## src/urs_pkg.sv

```systemverilog
// Package for the multidrop shadow control block: register map, fields, modes, bus response codes.
// Assumes a 32-bit AXI4-Lite register bus and a single 25 MHz clock.
package urs_pkg;
    localparam int unsigned CLK_HZ = 25000000;
    localparam logic [7:0] OFS_RX_TRIG = 8'h9C;
    localparam logic [7:0] OFS_TX_EMPTY = 8'hA0;
    localparam logic [7:0] OFS_TX_PAUSE = 8'hA4;
    localparam logic [7:0] OFS_DMA_ACK = 8'hA8;
    localparam logic [7:0] OFS_XCVR = 8'hAC;
    localparam logic [7:0] OFS_DRIVE = 8'hB0;
    localparam logic [7:0] OFS_LISTEN = 8'hB4;
    localparam logic [7:0] OFS_TURN = 8'hBC;
    localparam logic [7:0] OFS_FIFO_CTL = 8'hE0;
    localparam logic [7:0] OFS_STATUS = 8'hE4;
    localparam int FCR_RXT_LSB = 6;
    localparam int FCR_TXT_LSB = 4;
    localparam int FCR_DMA_BIT = 3;
    localparam int FCR_EN_BIT = 0;
    localparam int XCVR_MODE_LSB = 3;
    localparam int XCVR_DPOL_BIT = 2;
    localparam int XCVR_LPOL_BIT = 1;
    localparam int XCVR_ON_BIT = 0;
    localparam int TURN_LSB = 0;
    localparam logic [1:0] MODE_FULL = 2'h0;
    localparam logic [1:0] MODE_MANUAL = 2'h1;
    localparam logic [1:0] MODE_AUTO = 2'h2;
    localparam int FIFO_DEPTH = 16;
    localparam int LVL_W = 5;
    localparam logic [1:0] RESP_OKAY = 2'h0;
    localparam logic [1:0] RESP_SLVERR = 2'h2;
    typedef enum logic [1:0] {URS_LISTEN, URS_TO_DRIVE, URS_DRIVE, URS_TO_LISTEN} urs_dir_t;
endpackage

```

## src/urs_shadow_ctl.sv

```systemverilog
// Shadow FIFO trigger, transmit pause, DMA soft ack and multidrop transceiver control.
// Assumes FIFO levels, busy flags and DMA requests come from the parent port on clk;
// serial-clock ticks arrive as a same-domain one-cycle strobe.
//
// The AXI4-Lite register port was chosen for this implementation.
`timescale 1ns/10ps
`default_nettype none
module urs_shadow_ctl
    import urs_pkg::*;
#(
    parameter bit FIFO_PARAM = 1'b1,
    parameter bit SHADOW_PARAM = 1'b1,
    parameter bit TX_EMPTY_IRQ_PARAM = 1'b1,
    parameter bit DMA_HANDSHAKE_PARAM = 1'b1,
    parameter bit MULTIDROP_IFACE_PARAM = 1'b1,
    parameter bit DRIVE_POL_INIT = 1'b1,
    parameter bit LISTEN_POL_INIT = 1'b0
) (
    input wire logic clk,
    input wire logic arst_n,
    input wire logic [7:0] s_axi_awaddr,
    input wire logic s_axi_awvalid,
    output logic s_axi_awready,
    input wire logic [31:0] s_axi_wdata,
    input wire logic [3:0] s_axi_wstrb,
    input wire logic s_axi_wvalid,
    output logic s_axi_wready,
    output logic [1:0] s_axi_bresp,
    output logic s_axi_bvalid,
    input wire logic s_axi_bready,
    input wire logic [7:0] s_axi_araddr,
    input wire logic s_axi_arvalid,
    output logic s_axi_arready,
    output logic [31:0] s_axi_rdata,
    output logic [1:0] s_axi_rresp,
    output logic s_axi_rvalid,
    input wire logic s_axi_rready,
    input wire logic sclkTick,
    input wire logic [LVL_W-1:0] rxLevel,
    input wire logic [LVL_W-1:0] txLevel,
    input wire logic rxBusy,
    input wire logic txProgEmptyMode,
    input wire logic txReqIn,
    input wire logic txSingleIn,
    input wire logic rxSingleIn,
    output logic rxDataAvail,
    output logic txEmptyIrq,
    output logic txPause,
    output logic txGoAllowed,
    output logic dma_tx_ask_n,
    output logic dma_tx_single_n,
    output logic dma_rx_ask_n,
    output logic dma_rx_single_n,
    output logic drive_gate_out,
    output logic listen_gate_out
);
    localparam bit HAS_TRIG = FIFO_PARAM && SHADOW_PARAM;
    localparam bit HAS_TXT = HAS_TRIG && TX_EMPTY_IRQ_PARAM;

    typedef struct packed {
        logic awHeld;
        logic [7:0] awAddr;
        logic wHeld;
        logic [31:0] wData;
        logic [3:0] wStrb;
        logic bValid;
        logic [1:0] bResp;
        logic arReady;
        logic rValid;
        logic [31:0] rData;
        logic [1:0] rResp;
        logic [7:0] fifoCtl;
        logic pause;
        logic softAck;
        logic [4:0] xcvr;
        logic driveEn;
        logic listenEn;
        logic [31:0] turn;
        logic [15:0] turnCnt;
        urs_dir_t dir;
        logic rxBusyS1;
        logic rxBusyS2;
        logic rxAvail;
        logic txIrq;
        logic pauseOut;
        logic goOk;
        logic txAskN;
        logic txSingleN;
        logic rxAskN;
        logic rxSingleN;
        logic drivePin;
        logic listenPin;
    } urs_state_t;

    urs_state_t s_q;
    urs_state_t s_d;

    // Trigger level in FIFO entries for a two-bit receive code
    function automatic logic [LVL_W-1:0] rxThresh(input logic [1:0] code);
        unique case (code)
            2'h0: rxThresh = LVL_W'(1);
            2'h1: rxThresh = LVL_W'(FIFO_DEPTH / 4);
            2'h2: rxThresh = LVL_W'(FIFO_DEPTH / 2);
            2'h3: rxThresh = LVL_W'(FIFO_DEPTH - 2);
        endcase
    endfunction

    function automatic logic [LVL_W-1:0] txThresh(input logic [1:0] code);
        unique case (code)
            2'h0: txThresh = LVL_W'(0);
            2'h1: txThresh = LVL_W'(2);
            2'h2: txThresh = LVL_W'(FIFO_DEPTH / 4);
            2'h3: txThresh = LVL_W'(FIFO_DEPTH / 2);
        endcase
    endfunction

    logic fifoOn;
    logic mdOn;
    logic [1:0] mode;
    logic driveSt;
    logic listenSt;
    logic doWrite;
    logic [31:0] wMask;
    logic [31:0] nv;
    logic ackNow;

    always_comb begin
        s_d = s_q;
        fifoOn = FIFO_PARAM && s_q.fifoCtl[FCR_EN_BIT];
        mdOn = MULTIDROP_IFACE_PARAM && s_q.xcvr[XCVR_ON_BIT];
        mode = s_q.xcvr[XCVR_MODE_LSB +: 2];
        // AXI write: address and data taken in either order, response after both
        s_d.awHeld = s_q.awHeld || s_axi_awvalid;
        s_d.wHeld = s_q.wHeld || s_axi_wvalid;
        if (!s_q.awHeld && s_axi_awvalid) begin
            s_d.awAddr = s_axi_awaddr;
        end
        if (!s_q.wHeld && s_axi_wvalid) begin
            s_d.wData = s_axi_wdata;
            s_d.wStrb = s_axi_wstrb;
        end
        doWrite = s_q.awHeld && s_q.wHeld && !s_q.bValid;
        for (int i = 0; i < 4; i++) begin
            wMask[i*8 +: 8] = {8{s_q.wStrb[i]}};
        end
        nv = (s_q.wData & wMask);
        ackNow = 1'b0;
        s_d.softAck = 1'b0; // Self-clearing
        if (doWrite) begin
            s_d.awHeld = 1'b0;
            s_d.wHeld = 1'b0;
            s_d.bValid = 1'b1;
            s_d.bResp = RESP_OKAY;
            unique case (s_q.awAddr)
                OFS_RX_TRIG: if (HAS_TRIG && s_q.wStrb[0]) s_d.fifoCtl[FCR_RXT_LSB +: 2] = nv[1:0];
                OFS_TX_EMPTY: if (HAS_TXT && s_q.wStrb[0]) s_d.fifoCtl[FCR_TXT_LSB +: 2] = nv[1:0];
                OFS_TX_PAUSE: if (FIFO_PARAM && s_q.wStrb[0]) s_d.pause = nv[0];
                OFS_DMA_ACK: if (DMA_HANDSHAKE_PARAM && nv[0]) ackNow = 1'b1;
                OFS_XCVR: if (MULTIDROP_IFACE_PARAM && s_q.wStrb[0]) s_d.xcvr = nv[4:0];
                OFS_DRIVE: if (MULTIDROP_IFACE_PARAM && s_q.wStrb[0]) s_d.driveEn = nv[0];
                OFS_LISTEN: if (MULTIDROP_IFACE_PARAM && s_q.wStrb[0]) s_d.listenEn = nv[0];
                OFS_TURN: if (MULTIDROP_IFACE_PARAM) s_d.turn = (s_q.turn & ~wMask) | nv;
                OFS_FIFO_CTL: if (FIFO_PARAM && s_q.wStrb[0]) s_d.fifoCtl = nv[7:0];
                OFS_STATUS: s_d.bResp = RESP_OKAY;
                default: s_d.bResp = RESP_SLVERR;
            endcase
            if (ackNow) begin
                s_d.softAck = 1'b1;
            end
        end
        if (s_q.bValid && s_axi_bready) begin
            s_d.bValid = 1'b0;
        end
        // AXI read: one-cycle arready, data the cycle after
        s_d.arReady = s_axi_arvalid && !s_q.arReady && !s_q.rValid;
        if (s_axi_arvalid && s_q.arReady) begin
            s_d.rValid = 1'b1;
            s_d.rResp = RESP_OKAY;
            s_d.rData = 32'h0; // Upper bits stay zero, except OFS_TURN, which returns all 32 bits
            unique case (s_axi_araddr)
                OFS_RX_TRIG: s_d.rData[1:0] = HAS_TRIG ? s_q.fifoCtl[FCR_RXT_LSB +: 2] : 2'h0;
                OFS_TX_EMPTY: s_d.rData[1:0] = HAS_TXT ? s_q.fifoCtl[FCR_TXT_LSB +: 2] : 2'h0;
                OFS_TX_PAUSE: s_d.rData[0] = s_q.pause;
                OFS_DMA_ACK: s_d.rData = 32'h0;
                OFS_XCVR: s_d.rData[4:0] = MULTIDROP_IFACE_PARAM ? s_q.xcvr : 5'h0;
                OFS_DRIVE: s_d.rData[0] = MULTIDROP_IFACE_PARAM && s_q.driveEn;
                OFS_LISTEN: s_d.rData[0] = MULTIDROP_IFACE_PARAM && s_q.listenEn;
                OFS_TURN: s_d.rData = MULTIDROP_IFACE_PARAM ? s_q.turn : 32'h0;
                OFS_FIFO_CTL: s_d.rData[7:0] = s_q.fifoCtl;
                OFS_STATUS: s_d.rData[3:0] = {s_q.dir == URS_DRIVE, s_q.rxBusyS2, s_q.rxAvail, s_q.txIrq};
                default: s_d.rResp = RESP_SLVERR;
            endcase
        end else if (s_q.rValid && s_axi_rready) begin
            s_d.rValid = 1'b0;
        end
        s_d.rxBusyS1 = rxBusy;
        s_d.rxBusyS2 = s_q.rxBusyS1;
        // Interrupt levels and DMA handshakes
        s_d.rxAvail = fifoOn ? (rxLevel >= rxThresh(s_q.fifoCtl[FCR_RXT_LSB +: 2])) : (rxLevel != '0);
        s_d.txIrq = (txProgEmptyMode && fifoOn)
            ? (txLevel <= txThresh(s_q.fifoCtl[FCR_TXT_LSB +: 2])) : (txLevel == '0);
        s_d.pauseOut = s_q.pause && fifoOn;
        // Ack drops all handshakes immediately and holds them for two cycles
        s_d.txAskN = !(txReqIn && !ackNow && !s_q.softAck);
        s_d.txSingleN = !(txSingleIn && !ackNow && !s_q.softAck);
        s_d.rxAskN = !((s_q.fifoCtl[FCR_DMA_BIT] && fifoOn
            ? s_d.rxAvail : rxLevel != '0) && !ackNow && !s_q.softAck);
        s_d.rxSingleN = !(rxSingleIn && !ackNow && !s_q.softAck);
        // Transceiver direction; mode 1 and 2 switch through turnaround
        if (sclkTick && s_q.turnCnt != 16'h0) begin
            s_d.turnCnt = s_q.turnCnt - 16'h1;
        end
        driveSt = 1'b0;
        listenSt = 1'b0;
        if (!mdOn) begin
            s_d.dir = URS_LISTEN; // Plain port, enables ignored
        end else if (mode == MODE_FULL) begin
            driveSt = s_q.driveEn;
            listenSt = s_q.listenEn;
            s_d.dir = URS_LISTEN;
        end else begin
            unique case (s_q.dir)
                URS_LISTEN: begin
                    listenSt = (mode == MODE_AUTO) || s_q.listenEn;
                    if (!s_q.rxBusyS2 && (mode == MODE_AUTO ? txLevel != '0 : s_q.driveEn)) begin
                        s_d.dir = URS_TO_DRIVE;
                        s_d.turnCnt = s_q.turn[31:16] + 16'h1;
                    end
                end
                URS_TO_DRIVE: if (s_q.turnCnt == 16'h0) s_d.dir = URS_DRIVE;
                URS_DRIVE: begin
                    driveSt = 1'b1;
                    if (mode == MODE_AUTO ? txLevel == '0 : !s_q.driveEn) begin
                        s_d.dir = URS_TO_LISTEN;
                        s_d.turnCnt = s_q.turn[TURN_LSB +: 16] + 16'h1;
                    end
                end
                URS_TO_LISTEN: begin
                    // Auto mode keeps driving through the turnaround so the pins never overlap or gap
                    driveSt = (mode == MODE_AUTO);
                    if (s_q.turnCnt == 16'h0) begin
                        s_d.dir = URS_LISTEN;
                    end
                end
            endcase
            if (mode == MODE_AUTO) begin
                listenSt = !driveSt; // Complementary in automatic mode
            end
        end
        s_d.goOk = !s_d.pauseOut && (!mdOn || mode == MODE_FULL || s_q.dir == URS_DRIVE);
        s_d.drivePin = mdOn ? (driveSt ~^ s_q.xcvr[XCVR_DPOL_BIT]) : 1'b0;
        s_d.listenPin = mdOn ? (listenSt ~^ s_q.xcvr[XCVR_LPOL_BIT]) : 1'b0;
    end

    always_ff @(posedge clk or negedge arst_n) begin
        if (!arst_n) begin
            s_q <= '0;
            s_q.xcvr <= {2'h0, DRIVE_POL_INIT, LISTEN_POL_INIT, 1'b0};
            s_q.rResp <= RESP_OKAY;
            s_q.dir <= URS_LISTEN;
            s_q.txAskN <= 1'b1;
            s_q.txSingleN <= 1'b1;
            s_q.rxAskN <= 1'b1;
            s_q.rxSingleN <= 1'b1;
            s_q.goOk <= 1'b1;
        end else begin
            s_q <= s_d;
        end
    end

    assign s_axi_awready = !s_q.awHeld;
    assign s_axi_wready = !s_q.wHeld;
    assign s_axi_bvalid = s_q.bValid;
    assign s_axi_bresp = s_q.bResp;
    assign s_axi_arready = s_q.arReady;
    assign s_axi_rvalid = s_q.rValid;
    assign s_axi_rdata = s_q.rData;
    assign s_axi_rresp = s_q.rResp;
    assign rxDataAvail = s_q.rxAvail;
    assign txEmptyIrq = s_q.txIrq;
    assign txPause = s_q.pauseOut;
    assign txGoAllowed = s_q.goOk;
    assign dma_tx_ask_n = s_q.txAskN;
    assign dma_tx_single_n = s_q.txSingleN;
    assign dma_rx_ask_n = s_q.rxAskN;
    assign dma_rx_single_n = s_q.rxSingleN;
    assign drive_gate_out = s_q.drivePin;
    assign listen_gate_out = s_q.listenPin;

    a_soft_ack_drop: assert property (@(posedge clk) disable iff (!arst_n)
        s_q.softAck |-> dma_tx_ask_n && dma_rx_ask_n && dma_tx_single_n && dma_rx_single_n)
        else $error("DMA handshake active after soft ack");
    a_ack_self_clear: assert property (@(posedge clk) disable iff (!arst_n)
        s_q.softAck |=> !s_q.softAck || $past(ackNow))
        else $error("Soft ack did not clear");
    a_auto_complement: assert property (@(posedge clk) disable iff (!arst_n)
        (mdOn && mode == MODE_AUTO) |=> (drive_gate_out ~^ $past(s_q.xcvr[XCVR_DPOL_BIT]))
        != (listen_gate_out ~^ $past(s_q.xcvr[XCVR_LPOL_BIT])))
        else $error("Drive and listen not complementary");
    a_plain_port: assert property (@(posedge clk) disable iff (!arst_n)
        !mdOn |=> !drive_gate_out && !listen_gate_out)
        else $error("Enable pin active with multidrop off");
    a_pause_gate: assert property (@(posedge clk) disable iff (!arst_n)
        (s_q.pause && !fifoOn) |=> !txPause)
        else $error("Pause active with FIFOs disabled");
    a_pause_stop: assert property (@(posedge clk) disable iff (!arst_n)
        (s_q.pause && fifoOn) |=> txPause && !txGoAllowed)
        else $error("Transmit start allowed while paused");
    a_rx_trigger: assert property (@(posedge clk) disable iff (!arst_n)
        (fifoOn && rxLevel >= rxThresh(s_q.fifoCtl[FCR_RXT_LSB +: 2])) |=> rxDataAvail)
        else $error("Receive trigger missed");
    a_rx_dma_ask: assert property (@(posedge clk) disable iff (!arst_n)
        (s_q.fifoCtl[FCR_DMA_BIT] && fifoOn && !ackNow && !s_q.softAck
        && rxLevel >= rxThresh(s_q.fifoCtl[FCR_RXT_LSB +: 2])) |=> !dma_rx_ask_n)
        else $error("Receive DMA request missed at trigger");
    a_turn_wait: assert property (@(posedge clk) disable iff (!arst_n)
        (s_q.dir == URS_TO_LISTEN && s_q.turnCnt != 16'h0) |=> s_q.dir != URS_LISTEN || !mdOn || mode == MODE_FULL)
        else $error("Turnaround cut short");
    a_drive_after_rx: assert property (@(posedge clk) disable iff (!arst_n)
        (s_q.dir == URS_LISTEN && s_q.rxBusyS2 && mdOn) |=> s_q.dir != URS_TO_DRIVE)
        else $error("Drive started during reception");
endmodule
`default_nettype wire

```

## config.mk

```make
export PLATFORM = sky130hd
export DESIGN_NAME = urs_shadow_ctl
export DESIGN_NICKNAME = d
export VERILOG_FILES = /design/src/urs_pkg.sv /design/src/urs_shadow_ctl.sv
export SDC_FILE = /design/constraint.sdc
export NUM_CORES = 1
export LEC_CHECK = 0
export ABC_AREA = 1
export BUFFER_PORTS_ARGS = -buffer_cell sky130_fd_sc_hd__buf_2
export CELL_PAD_IN_SITES_DETAIL_PLACEMENT = 0
export CELL_PAD_IN_SITES_GLOBAL_PLACEMENT = 1
export CORE_MARGIN = 2
export CORE_UTILIZATION = 46
export CTS_CLUSTER_DIAMETER = 40
export DETAILED_ROUTE_END_ITERATION = 8
export PLACE_DENSITY_LB_ADDON = 0.1
export REMOVE_ABC_BUFFERS = 1
export SLEW_MARGIN = 20
export SYNTH_ARGS = -nofsm -noshare
export SYNTH_HDL_FRONTEND = slang
export SYNTH_SLANG_ARGS = --single-unit
```

## constraint.sdc

```tcl
create_clock -name clk -period 3.4 [get_ports clk]
set_clock_uncertainty 0.05 [all_clocks]
set_input_delay 0.68 -clock clk [delete_from_list [all_inputs] [get_ports clk]]
set_output_delay 0.68 -clock clk [all_outputs]
set_load 0.02 [all_outputs]
```

==> results <==
- The via count of the first global-routing pass is 6648.
- The number of buffers inserted by port buffering is 123.
- The final RePlAce weighted congestion is 0.852.
- The required time at the endpoint of the critical path is 3.63 ns.
- In the synthesized netlist the async set-or-reset flop fraction comes to 100%.
- For this design the top-level I/O count stands at 126.
- The highest fanout seen on the critical path is 16.
- The post-place instance area is 9010 µm².
- For this block, the initial DRC count from the detailed router was 481.
- The finished cells cover 9600 µm².
- The total power divided by cell area is 677 nW/µm².
- The number of enable flip-flop cells after synthesis is 0.
- The share of power burned in combinational logic is 25.3%.
- The kind of start point of the critical path is a flip-flop.
- The HPWL after detailed placement is 15.6 mm.
- The count of endpoints failing setup in the final report is 0.
- The flow ran to the end, and the final reports show no timing, DRC or antenna violations.
- The total inserted antenna cells is 0.
- Counting every sink on the clock net gives 162.
- The number of nets in the finished design is 1249.
- The area enclosed by the die boundary is 19400 µm².
- The internal power is 4100 µW.
- The library cells used most frequently in the layout, excluding fill and tap cells, are 272 x sky130_fd_sc_hd__nand2_1, 156 x sky130_fd_sc_hd__dfrtp_1, 133 x sky130_fd_sc_hd__inv_1, 122 x sky130_fd_sc_hd__buf_2, 116 x sky130_fd_sc_hd__nor2_1.
- The worst setup path is captured at a flip-flop.
- Walking the worst path, the cells encountered are nor2_1 -> nand2_1 -> nor4_4 -> nand2_1 -> nand2_1 -> o21ai_0.
- The initial antenna violation count is 0.
- After clock tree synthesis, the clock-pin slew on the worst setup and hold paths is 0.07 ns.
- The clock passes through at most 2 buffers.
- Summed over all cells, the static leakage comes to 0.00483 µW.
- The routed design has 20.8 mm of wire.
- The CTS H-tree depth is 4.
- The top cell type by total area after synthesis is sky130_fd_sc_hd__dfrtp_1.
- The leading cell type in the layout, fill and taps excluded is sky130_fd_sc_hd__nand2_1.
- The vertical die dimension is 139 µm.
- In this run, distinct cell masters in the synthesized netlist total 38.
- Summed over all failing endpoints, the final setup total negative slack is 0 ns.
- TritonCTS built the clock tree.
- The number of max-cap violations is 0.
- The count of endpoints failing hold in the final timing report is 0.
- The class of the most critical hold timing path is in2async.
- The Yosys step of the flow raised 0 warnings.
- The biggest cell delay along the critical path is 0.43 ns.
- The initial core utilization is 46.8%.
- The fraction of final layout cells sized beyond drive strength 1 is 15.7%.
- The per-instance average area after synthesis is 7.85 µm².
- The detailed-route DRC error count is 0.
- The cell with the biggest individual delay on the critical path is sky130_fd_sc_hd__nor4_4.
- Among all flip-flop cells after synthesis, the most frequent one is sky130_fd_sc_hd__dfrtp_1.
- From synthesis to final layout, the design area changed by 14.1%.
- The timing-limited maximum frequency is 480 MHz.
- The slew at the pin with the worst max-slew slack is 0.766 ns.
- Dividing the final minimum period by the clock period gives 61.2%.
- The clock root buffer master is sky130_fd_sc_hd__clkbuf_16.
- For this design the total switching power over the nets is 2400 µW.
- The largest net degree at the start of global routing is 78.
- From left edge to right edge, the die measures 139 µm.
- The total routing usage reported by global routing is 22.3%.
- After detailed routing, the average wire length per cell comes to 14.8 µm.
- The summed instance area of the synthesized netlist is 8410 µm².
- The routed via count is 7020.
- The core region is 18000 µm².
- Of the total power, the clock network draws 29.3%.
- For the worst-skew pair, the clock arrives at the later sink with an insertion delay of 0.43 ns.
- IR analysis of the VDD net gives a maximum drop of 430 µV.
- Post-CTS repair changed the size of 0 cells.
- Headroom to the max-slew limit came out at 48.9%.
- STA puts the critical path data arrival time at 2.31 ns.
- The final core utilization is 53.4%.
- The global-route wire length before repair is 34.6 mm.
- The sequential-to-total area share from yosys stat is 48.3%.
- By startpoint and endpoint, the worst setup path is classified as reg2reg.
- Buffers inserted during clock tree synthesis total 17.
- The most common cell type on the critical path is sky130_fd_sc_hd__nand2_1.
- Yosys attributes the largest share of cell area to sky130_fd_sc_hd__dfrtp_1 46%, sky130_fd_sc_hd__nand2_1 12%, sky130_fd_sc_hd__inv_1 5.9%.
- The initialized floorplan defines 49 standard-cell rows.
- The final number of max-transition violations was 0.
- The number of nets still failing antenna checks after routing is 0.
- Of the total power, the share spent switching nets is 36.9%.
- For the finished layout, the period the worst path requires is 2.08 ns.
- The overflow left after global routing is 0.
- The total design power is 6500 µW.
- Counting flops and latches in the post-synthesis netlist gives 162.
- The via count normalized by instance count is 5.00.
- The setup fix buffers added after clock tree synthesis is 0.
- Final hold analysis gives a worst-case slack of 0.226 ns.
- The area share of the largest cell type after synthesis is 46.4%.
- The number of optimization iterations in the first detailed-route pass is 6.
- The sequential group share of total power is 45.4%.
- Setup repair after global routing left no endpoint under its margin.
- The total of hold buffers inserted after clock tree synthesis is 0.
- The cell count after synthesis is 1071.
## final cells by class
class	count	area, µm²
fill	1765	8370
tap	229	287
multi-input combinational	717	3460
clock inverter	14	148
clock buffer	18	439
sequential	162	4060
timing repair buffer	131	694
inverter	134	503
## layer usage
layer,global-route usage [%],wire (µm)
met5,0,0
met4,5.26,216
met3,4.56,1010
met2,31.6,8730
met1,35.0,10800
## stage by stage
stage,instances,setup WS [ns]
after floorplan,1013,1.04
after global placement,1373,1.05
after detailed placement,1373,1.01
after CTS,1405,1.30
after global routing,1405,1.12
final,1405,1.32
## cell families after synthesis
kind of cell | Yosys count | share of synthesized area, %
adder cells (fa/ha/maj) | 11 | 1.64
AND/OR/NAND/NOR | 494 | 24.3
buffers and inverters | 193 | 10.6
flip-flops | 162 | 48.3
other | 1 | 0.0446
AO/OA/AOI/OAI | 178 | 11.6
multiplexers | 6 | 0.803
XOR/XNOR | 26 | 2.71
## worst max-delay path, delay by kind of cell (launching register included)
| family | cells | cell delay, ns |
|---|---|---|
| AOI/OAI and AO/OA | 1 | 0.11 |
| DFF | 1 | 0.38 |
| and+or+nand+nor | 5 | 1.39 |
## power groups by stage
stage | combinational, µW | clock (µW) | sequential, µW
floorplan | 1130 | 0 | 2860
global placement | 1620 | 0 | 2960
detailed placement | 1650 | 0 | 2970
CTS | 1660 | 1940 | 2940
global route | 1900 | 2040 | 3030
finish | 1640 | 1910 | 2950
## cells in the mapped netlist, types with 4 or more instances
master and number:
sky130_fd_sc_hd__nand2_1 274, sky130_fd_sc_hd__dfrtp_1 156, sky130_fd_sc_hd__inv_1 133, sky130_fd_sc_hd__nor2_1 116, sky130_fd_sc_hd__o21ai_0 83, sky130_fd_sc_hd__nand3_1 61
sky130_fd_sc_hd__a21oi_1 56, sky130_fd_sc_hd__buf_4 36, sky130_fd_sc_hd__xor2_1 22, sky130_fd_sc_hd__o31ai_1 19, sky130_fd_sc_hd__nor3_1 17, sky130_fd_sc_hd__clkbuf_1 12
sky130_fd_sc_hd__ha_1 11, sky130_fd_sc_hd__nand4_1 11, sky130_fd_sc_hd__o22ai_1 10, sky130_fd_sc_hd__dfstp_2 6, sky130_fd_sc_hd__mux2_2 6, sky130_fd_sc_hd__a31oi_1 5
sky130_fd_sc_hd__buf_1 5, sky130_fd_sc_hd__buf_6 4, sky130_fd_sc_hd__xnor2_1 4
## final timing paths
path | endpoint | slack (ns) | start | cells past startpoint
setup / recovery | flip-flop | 1.32 | s_q[156] | 6
hold / removal | s_axi_rdata[1] | 0.23 | arst_n | 1
setup reg to reg | flip-flop | 1.32 | s_q[156] | 6
hold reg to reg | s_q[10] | 0.31 | s_d[10] | 0
max in group asynchronous | asynchronous set/reset pin | 2.26 | arst_n | 2
min in group clk | s_q[10] | 0.31 | s_d[10] | 0
Note: power is estimated with default switching activity, not from simulation.
